===== config.mk =====
export PLATFORM = sky130hd
export DESIGN_NAME = nnse_exec
export DESIGN_NICKNAME = d
export VERILOG_FILES = /design/src/hw/nnse_exec.v /design/src/hw/nnse_negate_alu.v
export VERILOG_INCLUDE_DIRS = /design/src /design/src/hw
export SDC_FILE = /design/constraint.sdc
export NUM_CORES = 1
export LEC_CHECK = 0
export ABC_AREA = 1
export CAP_MARGIN = 10
export CORE_ASPECT_RATIO = 0.5
export CORE_MARGIN = 2
export CORE_UTILIZATION = 60
export CTS_CLUSTER_SIZE = 10
export DETAILED_ROUTE_END_ITERATION = 12
export DONT_BUFFER_PORTS = 1
export PLACE_DENSITY = 0.75
export SLEW_MARGIN = 20
export SYNTH_ARGS = -nofsm -noshare
export SYNTH_HDL_FRONTEND = slang
export SYNTH_SLANG_ARGS = --single-unit

===== constraint.sdc =====
create_clock -name clk -period 3 [get_ports clk]
set_input_delay 0.15 -clock clk [delete_from_list [all_inputs] [get_ports clk]]
set_output_delay 0.15 -clock clk [all_outputs]
set_load 0.02 [all_outputs]

===== src/hw/nnse_consts.vh =====
`ifndef NNSE_CONSTS_VH
`define NNSE_CONSTS_VH
// instruction encodings
`define NNSE_NEG_OPC       7'h36
`define NNSE_DROP_WORD     16'h0006
`define NNSE_IDLE_WORD     16'h0000
`define NNSE_IDLE_NIBBLE   4'hF
// extended-mode literal offset limit
`define NNSE_IDX_LIMIT     8'h5F
// access bank split point and upper bank
`define NNSE_ACC_SPLIT     8'h60
`define NNSE_ACC_HIGH_BANK 6'h3F
`define NNSE_ACC_LOW_PAGE  4'h0
`define NNSE_ACC_HIGH_PAGE 4'hF
// status bit positions
`define NNSE_ST_C          0
`define NNSE_ST_DC         1
`define NNSE_ST_Z          2
`define NNSE_ST_OV         3
`define NNSE_ST_N          4
// quadrature phase codes, one-hot
`define NNSE_Q1            4'h1
`define NNSE_Q2            4'h2
`define NNSE_Q3            4'h4
`define NNSE_Q4            4'h8
`endif


===== src/hw/nnse_exec.v =====
// The strobed register port and the address map were chosen for this implementation.
`timescale 1ns/100ps
`include "nnse_consts.vh"
module nnse_exec (
    input  wire        clk,
    input  wire        rst,
    input  wire [15:0] instrWord,
    input  wire        extendedMode,
    input  wire [5:0]  bankSelectReg,
    input  wire [11:0] indexBase,
    input  wire [7:0]  memReadData,
    input  wire [4:0]  statusIn,
    output reg  [11:0] memAddr,
    output reg         memReadEn,
    output reg         memWriteEn,
    output reg  [7:0]  memWriteData,
    output reg  [4:0]  statusOut,
    output reg         statusWriteEn,
    output reg         stackPop,
    output reg         idleSeen,
    output reg  [3:0]  phase
);
    // phase codes of the four-step instruction cycle, one-hot
    localparam [3:0] PH_DECODE  = `NNSE_Q1;
    localparam [3:0] PH_READ    = `NNSE_Q2;
    localparam [3:0] PH_COMPUTE = `NNSE_Q3;
    localparam [3:0] PH_WRITE   = `NNSE_Q4;

    reg  [3:0]  next_phase;
    reg         isNeg;
    reg         isDrop;
    reg  [7:0]  operand;
    reg  [7:0]  result;
    reg  [4:0]  flags;
    reg  [11:0] next_addr;
    wire [7:0]  aluResult;
    wire [4:0]  aluFlags;
    wire [7:0]  fileAddr;
    wire        accessSel;
    wire        decNeg;
    wire        decDrop;
    wire        decIdle;
    wire        inDecode;
    wire        inRead;
    wire        inCompute;
    wire        inWrite;
    wire        useIndexed;
    wire        useLowAccess;
    wire [11:0] bankAddr;
    wire [11:0] indexAddr;
    wire [11:0] lowAccessAddr;
    wire [11:0] highAccessAddr;

    // instruction word fields
    assign fileAddr  = instrWord[7:0];
    assign accessSel = instrWord[8];

    // decode of the three handled words
    assign decNeg  = (instrWord[15:9] == `NNSE_NEG_OPC);
    assign decDrop = (instrWord == `NNSE_DROP_WORD);
    assign decIdle = (instrWord == `NNSE_IDLE_WORD) ||
                     (instrWord[15:12] == `NNSE_IDLE_NIBBLE);

    // one flag per phase of the instruction cycle
    assign inDecode  = (phase == PH_DECODE);
    assign inRead    = (phase == PH_READ);
    assign inCompute = (phase == PH_COMPUTE);
    assign inWrite   = (phase == PH_WRITE);

    // candidate addresses, one per addressing mode
    assign bankAddr       = {bankSelectReg[3:0], fileAddr};
    assign indexAddr      = indexBase + {4'h0, fileAddr};
    assign lowAccessAddr  = {`NNSE_ACC_LOW_PAGE, fileAddr};
    assign highAccessAddr = {`NNSE_ACC_HIGH_PAGE, fileAddr};

    // indexed only with the extended set; low access below the split
    assign useIndexed   = ~accessSel && extendedMode &&
                          (fileAddr <= `NNSE_IDX_LIMIT);
    assign useLowAccess = (fileAddr < `NNSE_ACC_SPLIT);

    // effective address selection
    always @* begin
        if (accessSel) begin
            next_addr = bankAddr;
        end else if (useIndexed) begin
            next_addr = indexAddr;
        end else if (useLowAccess) begin
            next_addr = lowAccessAddr;
        end else begin
            next_addr = highAccessAddr;
        end
    end

    // negate datapath
    nnse_negate_alu nnse_negate_alu_i (
        .operand (operand),
        .result  (aluResult),
        .flags   (aluFlags)
    );

    // quadrature phase sequencer
    always @* begin
        case (phase)
            PH_DECODE:  next_phase = PH_READ;
            PH_READ:    next_phase = PH_COMPUTE;
            PH_COMPUTE: next_phase = PH_WRITE;
            PH_WRITE:   next_phase = PH_DECODE;
            default:    next_phase = PH_DECODE;
        endcase
    end

    // phase register, a one-hot ring
    always @(posedge clk or posedge rst) begin
        if (rst) begin
            phase <= PH_DECODE;
        end else begin
            phase <= next_phase;
        end
    end

    // decode latch, taken once per cycle at the end of the decode phase
    always @(posedge clk or posedge rst) begin
        if (rst) begin
            isNeg    <= 1'b0;
            isDrop   <= 1'b0;
            idleSeen <= 1'b0;
        end else if (inDecode) begin
            isNeg    <= decNeg;
            isDrop   <= decDrop;
            idleSeen <= decIdle;
        end
    end

    // effective address and the read request for the operand fetch
    always @(posedge clk or posedge rst) begin
        if (rst) begin
            memAddr   <= 12'h000;
            memReadEn <= 1'b0;
        end else if (inDecode) begin
            memAddr   <= next_addr;
            memReadEn <= decNeg;
        end else begin
            memReadEn <= 1'b0;
        end
    end

    // operand capture while the read is presented
    always @(posedge clk or posedge rst) begin
        if (rst) begin
            operand <= 8'h00;
        end else if (inRead && isNeg) begin
            operand <= memReadData;
        end
    end

    // result and flags latched in the compute phase
    always @(posedge clk or posedge rst) begin
        if (rst) begin
            result <= 8'h00;
            flags  <= 5'h00;
        end else if (inCompute && isNeg) begin
            result <= aluResult;
            flags  <= aluFlags;
        end
    end

    // pop strobe to the return stack, one cycle wide
    always @(posedge clk or posedge rst) begin
        if (rst) begin
            stackPop <= 1'b0;
        end else begin
            stackPop <= inCompute && isDrop;
        end
    end

    // write-back strobe and data, shown in the cycle after the write phase
    always @(posedge clk or posedge rst) begin
        if (rst) begin
            memWriteEn   <= 1'b0;
            memWriteData <= 8'h00;
        end else if (inWrite && isNeg) begin
            memWriteEn   <= 1'b1;
            memWriteData <= result;
        end else begin
            memWriteEn   <= 1'b0;
        end
    end

    // status write strobe; only a negate raises it
    always @(posedge clk or posedge rst) begin
        if (rst) begin
            statusWriteEn <= 1'b0;
        end else begin
            statusWriteEn <= inWrite && isNeg;
        end
    end

    // status value; other words pass the current bits through unchanged
    always @(posedge clk or posedge rst) begin
        if (rst) begin
            statusOut <= 5'h00;
        end else if (inWrite) begin
            if (isNeg) begin
                statusOut <= flags;
            end else begin
                statusOut <= statusIn;
            end
        end
    end
endmodule


===== src/hw/nnse_negate_alu.v =====
`timescale 1ns/100ps
`include "nnse_consts.vh"
// two's complement negate with flag generation
module nnse_negate_alu (
    input  wire [7:0] operand,
    output wire [7:0] result,
    output wire [4:0] flags
);
    wire [8:0] sum;
    wire [4:0] lowSum;

    // invert and add one, keeping carries out of bit 3 and bit 7
    assign sum    = {1'b0, ~operand} + 9'h001;
    assign lowSum = {1'b0, ~operand[3:0]} + 5'h01;
    assign result = sum[7:0];

    // flags of the add-one
    assign flags[`NNSE_ST_C]  = sum[8];
    assign flags[`NNSE_ST_DC] = lowSum[4];
    assign flags[`NNSE_ST_Z]  = (sum[7:0] == 8'h00);
    // 00h and 80h negate to themselves; of the negative operands only 80h gives a negative result from the add-one
    assign flags[`NNSE_ST_OV] = operand[7] & sum[7];
    assign flags[`NNSE_ST_N]  = sum[7];
endmodule


# Word-level counts from Yosys, hierarchy flattened
# Index checks and enable logic that the tools add are counted.
# word_totals
register_bits	57
input_bits	50
elab_cells	46
# op_classes
n_reduce_logical	9
bitwise	4
n_eq_ne	7
n_mux	7
addsub	3
magnitude_cmp	2
# ops
op	n
12-bit two-way mux	3
16-bit by 3-bit == test with 1-bit output, second input constant	1
16-bit zero test	1
12-bit by 8-bit adder with 12-bit output	1
4-bit case mux with 3 select lines	1
8-bit by 1-bit adder with 9-bit output, second input constant	1
4-bit == test, second input constant	2
8-bit by 7-bit <= comparator with 1-bit output, second input constant	1
8-bit zero test	1
8-bit by 7-bit < comparator with 1-bit output, second input constant	1
8-bit NOT	1
7-bit by 6-bit == test with 1-bit output, second input constant	1
1-bit logical AND	6
4-bit by 1-bit adder with 5-bit output, second input constant	1
5-bit two-way mux	1
4-bit by 1-bit == test with 1-bit output, second input constant	1
4-bit by 2-bit == test with 1-bit output, second input constant	1
4-bit by 3-bit == test with 1-bit output, second input constant	1
4-bit NOT	1
1-bit two-way mux	2
1-bit AND	1
1-bit logical OR	1
1-bit NOT	1

# Logic depth before layout (Yosys ltp)
# Gate-level depths: netlist (run 1).
# logic_depth
depth_word	5
ltp_mapped	13
ltp_nobuf	13

# By module
# Synthesis (run 1) repeated with hierarchy kept, for this count alone.
# hier_totals
hier_cells	393
area_unflattened_um2	3143.0
# by_module_without_submodules
module	area_per_inst_um2	cells_each	instances
nnse_exec	2922.8	350	1
nnse_negate_alu	220.2	43	1

# Worst setup path before layout (run 1)
# OpenSTA, ideal clock, no wires.
# synth_path
path_kind	register -> register
from	register operand[0]
to	register flags[2]
path_stages_with_launch	10
path_slack_ps	1494
setup_time_ps	83
n_path_buf	0
required_ps	2917
arrival_time_ps	1424
cell_sequence	dfrtp_1 inv_1 ha_1 nand3_1 nor2_1 nand2_1 or2_2 nand2_1 nand2_1 o21ai_0
# synth_via
elab_chain_len	3
# synth_lines
element	line	rtl
start, declared	nnse_exec.v:32	reg [7:0] operand;
start signal, assigned	nnse_exec.v:152	operand <= memReadData;
8-bit NOT	nnse_negate_alu.v:13	assign sum = {1'b0, ~operand} + 9'h001;
8-bit by 1-bit adder with 9-bit output	nnse_negate_alu.v:13	
8-bit zero test	nnse_negate_alu.v:20	assign flags[`NNSE_ST_Z] = (sum[7:0] == 8'h00);
end signal, assigned	nnse_exec.v:163	flags <= aluFlags;
end, declared	nnse_exec.v:34	reg [4:0] flags;
# Every way passes these cells.
# A chain may end at the register's enable or synchronous reset.

# Final worst setup path (run 1)
# layout_path
from	register phase[0]
to	register flags[2]
# layout_via
elab_chain_len	2
# layout_lines
element	line	rtl
start, declared	nnse_exec.v:21	output reg [3:0] phase
start signal, assigned	nnse_exec.v:117	phase <= next_phase;
4-bit by 3-bit == test with 1-bit output	nnse_exec.v:67	assign inCompute = (phase == PH_COMPUTE);
1-bit logical AND	nnse_exec.v:161	end else if (inCompute && isNeg) begin
# Every way passes these cells.

==> results of run 1 <==
stage by stage:
step | util [%] | instances
final | 71.8 | 460
after global routing | 71.8 | 460
after CTS | 71.5 | 459
after detailed placement | 65.8 | 436
after global placement | 65.8 | 436
after floorplan | - | 377
per-layer routing:
| layer | wire length [um] | up-vias | share of wire, % | GRT usage [%] |
|---|---|---|---|---|
| met5 | 0 | - | 0 | 0 |
| met4 | 61 | 0 | 1.0 | 7.02 |
| met3 | 386 | 8 | 6.3 | 7.01 |
| met2 | 3030 | 58 | 49 | 44.5 |
| met1 | 2650 | 1145 | 43 | 27.1 |
| li1 | - | 1255 | - | - |
logic make-up (layout without fill, tap and decap cells):
logic type | count (synthesis) | count (layout)
AOI/OAI and AO/OA | 52 | 52
xor gates and xnor gates | 7 | 7
adders and majority gates | 11 | 11
buffers and inverters | 47 | 64
DFF | 55 | 55
muxes | 3 | 3
and+or+nand+nor | 202 | 202
worst reg2reg max path: cells and delay by family, from the launching register on:
kind / cells / cell delay [ns]
AND/OR/NAND/NOR: 4 / 0.67
flip-flops: 1 / 0.62
buffers and inverters: 2 / 0.31
AO/OA/AOI/OAI: 1 / 0.08
cell type report:
| cell class | instances | area share [%] |
|---|---|---|
| clock buffer | 6 | 2.21 |
| clock inverter | 2 | 1.18 |
| inverter | 38 | 4.38 |
| multi-input combinational | 275 | 42.4 |
| sequential | 55 | 42.0 |
| tap | 66 | 2.52 |
| timing repair buffer | 18 | 5.34 |
worst max path at each step:
stage | end | slack [ns]
3_5_place_dp | statusOut[4]$_DFFE_PP0N_ | 1.21
6_report | flags[2]$_DFFE_PP0P_ | 1.21
2_1_floorplan | flags[2]$_DFFE_PP0P_ | 1.49
3_3_place_gp | statusOut[4]$_DFFE_PP0N_ | 1.23
4_1_cts | flags[2]$_DFFE_PP0P_ | 1.20
5_1_grt | flags[2]$_DFFE_PP0P_ | 0.95
Yosys cell counts, types with 4 or more instances:
cell type	count
nor3_1	4
nand4_1	9
o21ai_0	20
dfrtp_1	54
a31oi_1	5
nand2_1	115
clkbuf_1	6
nand3_1	20
nor2_1	44
a21oi_1	15
inv_1	36
xor2_1	4
ha_1	10
flip-flops by register name, indices dropped and copies added (netlist names):
name          flops
memReadEn         1
idleSeen          1
memWriteEn        1
memAddr          12
isNeg             1
operand           8
memWriteData      8
result            8
stackPop          1
statusOut         5
flags             4
isDrop            1
phase             4
report_power, final:
group | leakage [nW] | internal (W) | switching [W]
clock | 0.0558 | 0.000252 | 0.000243
sequential | 0.703 | 0.000772 | 0.0000423
combinational | 0.858 | 0.0000785 | 0.000113
==> results.ini, run 1 <==
[status]
status=completed

[synthesis]
muxShareOfSynthArea_pct=1.14
yosysWarnings=0
synth_fa_ha_area_share_pct=4.90
yosys.area.top_type=dfrtp_1
synth_area_leaders=dfrtp_1, nand2_1, nor2_1
yosysSeqAreaShare_pct=46.6
synth_edf_count=0
synth_top_family_by_area=simple AND/OR/NAND/NOR gates
ys.flop_type=dfrtp_1
synthesis.nets=438
ys_ff_latch=55
synth-xor-area-share_pct=2.07
async_flop_share_pct=100
synth_compound_area_share_pct=9.98
yosysTopAreaCellShare_pct=45.7
synthesis.area_sq_um=2960
yosys.area_share.simple_pct=29.0
avgSynthCellArea_sq_um=7.85
synth.distinct_cells=37
syn_inst=377

[timing]
period_minus_slack_ns=1.79
rsz0062_at_grt=false
report.final.slew_viol_count=0
tightest_slew_ns=0.907
finalSetupViolCount=0
whs_ns=0.00588
relSlewSlack_pct=39.4
layout_setup_ws_ns=1.21
hold_viol_final=0
period_share_pct=59.8
setup_tns_ns=0
clock_skew_ns=0.0140
max_freq_ghz=0.558

[worst_setup_path]
crit_required_ns=3.21
startpoint=phase[0]$_DFF_PP1_
worstSetupPathType=reg2reg
r2r-end=flags[2]$_DFFE_PP0P_
crit_chain=inv_1 -> nand2_1 -> nor2_2 -> nand2_1 -> inv_1 -> nand3_1 -> o21ai_0
critPathLaunchType=flop
crit_slowest_cell=dfstp_2
r2r_cells=7
worstPathMaxFanout=18
cp-end-kind=flop
max_stage_delay_ns=0.62
path_depth=7
critical_path.top_delay_family=simple AND/OR/NAND/NOR gates
worst-r2r-setup-slack_ns=1.21
r2r_start=phase[0]$_DFF_PP1_
arrival_ns=2.00
cp_num_buf_inv=2

[placement]
gp_congestion=0.889
place_ws_ns=1.21
numPortBuffers=0
hpwl_um=4580
placed_area_sq_um=3010

[clock_network]
postCtsSetupBuffers=0
cts_inserted_buffers=5
insertion_delay_ns=0.31
hold_buffers=15
clock-sinks=55
cts_tree=done
clockBufferDepth=2
cts_resized=0
htreeDepth=2
cts_root_buffer=clkbuf_8
path_clk_slew_ns=0.10

[run]
drv_cap=0

[worst_hold_path]
hold_class=in2reg
holdPathEnd=statusOut[4]$_DFFE_PP0N_
hold_depth=2
worstHoldStart=statusIn[4]

[floorplanning]
die_w_um=103
start_util_pct=64.7
die_area_sq_um=5540
std_cell_rows=17
core-area_sq_um=4570
die-height_um=53.7
ios=84

[layout]
multi_input_area_sq_um=1390
syn_to_final_growth_pct=11.0
layout-drive-gt1-share_pct=6.09
n_fill_cell=358
n_antenna_cell=0
final_common_cell=nand2_1
seq_area_sq_um=1380
finalNetCount=454
final_cell_mix=nand2_1, dfrtp_1, nor2_1
fin_area_sq_um=3280

[pwr]
vdd_ir_drop_max_v=0.000250
leakage_nw=1.62
p_per_area_nw_per_um2=458
finalPower_w=0.00150

[detailed_routing]
first_iter_violations=93
firstDrtPassIters=4
wire_per_inst_um=13.3
vias=2466
drc_errors=0
ant_nets=0
via_per_inst=5.36
wirelength_um=6130

[grt]
grt_max_degree=56
antenna_found_initial=0
track_usage_pct=23.8
overflow=0
first_global_vias=2363
grt_pass1_wl_um=10000

(Power assumes the default switching activity.)
==> inputs of run 2 (changes only) <==
- CORE_UTILIZATION: 60 -> 57
- PLACE_DENSITY: 0.75 -> 0.74
- clock period: 3 -> 1.6 ns (I/O delays scaled with it)
==> results.ini, run 2 (synthesis gave the netlist of run 1 again) <==
[grt]
antenna_found_initial=0  ; unchanged
overflow=0  ; unchanged
grt_pass1_wl_um=11300  ; +13%
grt_max_degree=35  ; -38%
first_global_vias=2558  ; +8.3%
track_usage_pct=25.3  ; +1.5 points

[placement]
numPortBuffers=0  ; unchanged
dp_cells=454  ; +4.1%
gp_congestion=0.879  ; -1.1%
hpwl_um=4980  ; +8.9%
placed_area_sq_um=3130  ; +4.1%

[clock_network]
cts_inserted_buffers=5  ; unchanged
path_clk_slew_ns=0.11  ; about the same
clockBufferDepth=2  ; unchanged
cts_root_buffer=clkbuf_8
htreeDepth=2  ; unchanged
cts_tree=done
insertion_delay_ns=0.31  ; about the same
clock-sinks=55  ; unchanged

[layout]
final_cell_mix=nand2_1, dfrtp_1, nor2_1
stdcell_count=490  ; +6.5%
fin_area_sq_um=3520  ; +7.3%
finalNetCount=480  ; +5.7%
syn_to_final_growth_pct=19.1
top_register=memAddr
largest_reg_flops=12  ; unchanged
n_antenna_cell=0  ; unchanged
layout-drive-gt1-share_pct=10.7  ; +4.6 points
final_common_cell=nand2_1

[detailed_routing]
wire_per_inst_um=14.3  ; +7.6%
ant_nets=0  ; unchanged
via_per_inst=5.37  ; +0.20%
first_iter_violations=130  ; +40%
wirelength_um=7020  ; +15%
firstDrtPassIters=4  ; unchanged
vias=2632  ; +6.7%
drc_errors=0  ; unchanged

[pwr]
p_per_area_nw_per_um2=777  ; +70%
leakage_nw=1.72  ; +6.6%
vdd_ir_drop_max_v=0.000508  ; +100%
finalPower_w=0.00274  ; +82%

[worst_setup_path]
cp_common_cell=dlygate4sd3_1
crit_chain=dlygate4sd3_1 -> nor4_2 -> nand4_1 -> dlygate4sd3_1 -> o21ai_1
arrival_ns=1.78  ; -0.22 ns
crit_slowest_cell=dlygate4sd3_1
worstSetupPathType=in2reg
worstPathMaxFanout=2  ; -16
critPathLaunchType=input port
cp-end-kind=flop
crit_required_ns=1.85  ; -1.36 ns
max_stage_delay_ns=0.58  ; -0.04 ns

[floorplanning]
core-area_sq_um=4950  ; +8.3%
die_w_um=106  ; +2.5%
die_area_sq_um=5820  ; +5.0%
die-height_um=55.0  ; +2.4%
std_cell_rows=18  ; +1
start_util_pct=59.7  ; -5.0 points
ios=84  ; unchanged

[timing]
period_share_pct=96.1
whs_ns=0.00917  ; +0.00330 ns
finalSetupViolCount=0  ; unchanged
hold_viol_final=0  ; unchanged
report.final.slew_viol_count=0  ; unchanged
tightest_slew_ns=0.542  ; -0.366 ns
relSlewSlack_pct=63.6  ; +24 points
period_minus_slack_ns=1.54
clock_skew_ns=0.0130  ; -0.000981 ns
max_freq_ghz=0.651
setup_tns_ns=0  ; unchanged

[run]
drv_cap=0  ; unchanged

[worst_hold_path]
hold_class=in2reg

[status]
status=completed

[run 2: where the power goes]
| group | internal, W | leakage, nW | switching, W | total, W |
|---|---|---|---|---|
| registers | 0.00145 | 0.703 | 0.0000804 | 0.00153 |
| logic | 0.000183 | 0.972 | 0.000232 | 0.000415 |
| clock network | 0.000315 | 0.0485 | 0.000478 | 0.000793 |
[run 2: worst paths after layout]
check                                         endpoint                    from  cells past startpoint  slack (ns)
worst max register to register    flags[2]$_DFFE_PP0P_  operand[2]$_DFFE_PP0P_                      8        0.10
worst min-delay path            memAddr[3]$_DFFE_PP0P_            instrWord[3]                      3       0.009
worst min register to register    flags[3]$_DFFE_PP0P_    flags[3]$_DFFE_PP0P_                      2        0.49
min in group asynchronous       memAddr[9]$_DFFE_PP0P_                     rst                      2        0.24
worst max-delay path                isDrop$_DFFE_PP0P_           instrWord[10]                      5        0.06
max in group asynchronous       operand[2]$_DFFE_PP0P_                     rst                      3        0.81
[run 2: metrics by stage]
stage          utilization [%]  setup WS, ns
3_5_place_dp              63.2        0.0179
6_report                  71.1        0.0631
4_1_cts                   70.7        0.0245
2_1_floorplan                -        0.0935
5_1_grt                   71.1       -0.0171
3_3_place_gp              63.2        0.0579
[run 2: cell type report]
cell class	count	area [sq um]
clock buffer	5	68.8
clock inverter	3	22.5
fill	394	1430
inverter	38	143
multi-input combinational	275	1410
sequential	55	1380
tap	70	87.6
timing repair buffer	44	413
[run 2: timing repair]
item | in CTS | in global routing
buffers inserted | 0 | 0
gates resized for setup | 1 | 8
pin swaps | 0 | 5
hold buffers | 28 | 0
setup endpoints to repair | 1 | 3
endpoints found under the hold margin | 41 | 0
[run 2: worst max-delay path: cells and delay by family]
family | cells | cell delay [ns]
simple gates | 2 | 0.42
compound gates | 1 | 0.12
buf+inv | 2 | 1.16
[run 2: layer usage]
metal,GRT usage (%),part of all wire [%],vias up
met4,7.68,0.97,0
li1,-,-,1302
met1,30.1,44,1236
met5,0,0,-
met3,7.03,6.5,12
met2,46.8,49,82
==> inputs of run 3 (changes only) <==
- BUFFER_PORTS_ARGS: default -> -buffer_cell sky130_fd_sc_hd__buf_2
- CELL_PAD_IN_SITES_DETAIL_PLACEMENT: default -> 1
- CELL_PAD_IN_SITES_GLOBAL_PLACEMENT: default -> 1
- CORE_UTILIZATION: 57 -> 34
- DONT_BUFFER_PORTS: 1 -> default
- PLACE_DENSITY: 0.74 -> 0.75
==> results.ini, run 3 (synthesis gave the netlist of run 1 again) <==
[detailed_routing]
via_per_inst=4.66  ; -13%
ant_nets=0  ; unchanged
first_iter_violations=139  ; +6.9%
wire_per_inst_um=13.1  ; -8.9%
drc_errors=0  ; unchanged
wirelength_um=7710  ; +9.7%
firstDrtPassIters=4  ; unchanged
vias=2750  ; +4.5%

[clock_network]
htreeDepth=2  ; unchanged
insertion_delay_ns=0.30  ; about the same
cts_inserted_buffers=5  ; unchanged
path_clk_slew_ns=0.07  ; -0.04 ns
cts_root_buffer=clkbuf_16
clock-sinks=55  ; unchanged
cts_tree=done
clockBufferDepth=2  ; unchanged

[status]
status=completed

[layout]
final_common_cell=nand2_1
layout-drive-gt1-share_pct=28.0  ; +17 points
syn_to_final_growth_pct=30.0
seq_area_sq_um=1380  ; unchanged
stdcell_count=590  ; +20%
final_cell_mix=nand2_1, buf_2, dfrtp_1
largest_reg_flops=12  ; unchanged
finalNetCount=538  ; +12%
finalCoreUtilization_pct=46.7  ; -24 points
n_fill_cell=1063  ; +170%
multi_input_area_sq_um=1440  ; +1.8%
top_register=memAddr
n_antenna_cell=0  ; unchanged

[floorplanning]
ios=84  ; unchanged
die_area_sq_um=9510  ; +63%
die_w_um=136  ; +28%
core-area_sq_um=8230  ; +66%
start_util_pct=36.0  ; -24 points
std_cell_rows=23  ; +5
die-height_um=70.0  ; +27%

[timing]
hold_viol_final=0  ; unchanged
period_minus_slack_ns=1.53  ; -0.00683 ns
clock_skew_ns=0.00948  ; -0.00350 ns
period_share_pct=95.6  ; -0.43 points
relSlewSlack_pct=70.3  ; +6.8 points
rsz0062_at_grt=true
setup_tns_ns=0  ; unchanged
max_freq_ghz=0.654  ; +0.45%
finalSetupViolCount=0  ; unchanged
tightest_slew_ns=0.441  ; -0.101 ns
report.final.slew_viol_count=0  ; unchanged

[pwr]
seqPwrFrac_pct=44.9  ; -11 points
internal-power_w=0.00242  ; +24%
clockPowerShare_pct=38.5  ; +9.5 points
pwr-share-comb_pct=16.6  ; +1.4 points
vdd_ir_drop_max_v=0.000515  ; +1.3%
sw_frac_of_total_pct=26.6  ; -2.3 points
switching_power_w=0.000877  ; +11%
leakage_nw=2.02  ; +17%
p_per_area_nw_per_um2=857  ; +10%

[grt]
antenna_found_initial=0  ; unchanged
grt_pass1_wl_um=13100  ; +15%
first_global_vias=2771  ; +8.3%
overflow=0  ; unchanged
track_usage_pct=17.0  ; -8.2 points
grt_max_degree=41  ; +17%

[placement]
dp_cells=579  ; +28%
numPortBuffers=81  ; +81
hpwl_um=6030  ; +21%
gp_congestion=0.876  ; -0.32%

[worst_setup_path]
max_stage_delay_ns=0.56  ; -0.02 ns
crit_required_ns=1.79  ; -0.06 ns
crit_slowest_cell=dfstp_2
cp-end-kind=flop
crit_chain=inv_1 -> nor3_2 -> inv_2 -> a21oi_1 -> o21ai_0 -> o21a_1
arrival_ns=1.72  ; -0.06 ns
critPathLaunchType=flop
worstPathMaxFanout=18  ; +16
worst-r2r-setup-slack_ns=0.07  ; -0.03 ns
worstSetupPathType=reg2reg

[run]
drv_cap=0  ; unchanged

[worst_hold_path]
hold_class=in2reg

## run 3: worst paths after layout
check	start	endpoint	depth (start not counted)
hold reg to reg	result[6]$_DFFE_PP0P_	memWriteData[6]$_DFFE_PP0P_	2
hold / removal	memReadData[4]	operand[4]$_DFFE_PP0P_	2
setup / recovery	phase[0]$_DFF_PP1_	memAddr[3]$_DFFE_PP0P_	6
max in group asynchronous	rst	memWriteData[6]$_DFFE_PP0P_	4
setup reg to reg	phase[0]$_DFF_PP1_	memAddr[3]$_DFFE_PP0P_	6
min in group asynchronous	rst	memAddr[4]$_DFFE_PP0P_	3
## run 3: worst max-delay path, delay by kind of cell (launching register included)
kind,cells,cell delay (ns)
buf+inv,2,0.26
compound gates,3,0.38
simple gates,1,0.22
flops,1,0.56
## run 3: stage by stage
| step | cell area, sq um | power (W) | worst slack, ns | hold slack (ns) |
|---|---|---|---|---|
| 2_1_floorplan | 2960 | 0.00182 | 0.0935 | 0.227 |
| 3_3_place_gp | 3610 | 0.00202 | 0.0135 | 0.0850 |
| 3_5_place_dp | 3610 | 0.00204 | -0.00879 | 0.0876 |
| 4_1_cts | 3790 | 0.00333 | 0.0390 | 0.0157 |
| 5_1_grt | 3850 | 0.00348 | -0.0489 | 0.00963 |
| 6_report | 3850 | 0.00330 | 0.0700 | 0.0216 |
## run 3: power groups by stage
| stage | sequential (W) | clock (W) | combinational, W |
|---|---|---|---|
| after floorplan | 0.00154 | 0 | 0.000273 |
| after global placement | 0.00150 | 0 | 0.000521 |
| after detailed placement | 0.00151 | 0 | 0.000533 |
| after CTS | 0.00148 | 0.00131 | 0.000540 |
| after global routing | 0.00149 | 0.00137 | 0.000622 |
| final | 0.00148 | 0.00127 | 0.000547 |
## run 3: repair_timing
item | in CTS | in global routing
pin swaps | 0 | 1
endpoints found under the setup margin | 1 | 16
buffers inserted | 0 | 2
endpoints found under the hold margin | 14 | 0
hold buffers | 1 | 0
resized for setup | 4 | 9
## run 3: final cells by class
class,count,area share (%)
clock buffers,5,3.25
clock inverters,3,1.20
inverters,38,3.71
multi-input cells,275,37.3
flip-flops and latches,55,35.8
well taps,112,3.64
repair buffers,102,15.0
## run 3: per-layer routing
layer  GRT usage, %  up-vias  share of wire, %
met5              0        -                 0
met3           2.76        8               3.2
li1               -     1419                 -
met2           29.9       39                48
met1           22.3     1284                48
met4           3.47        0              0.91
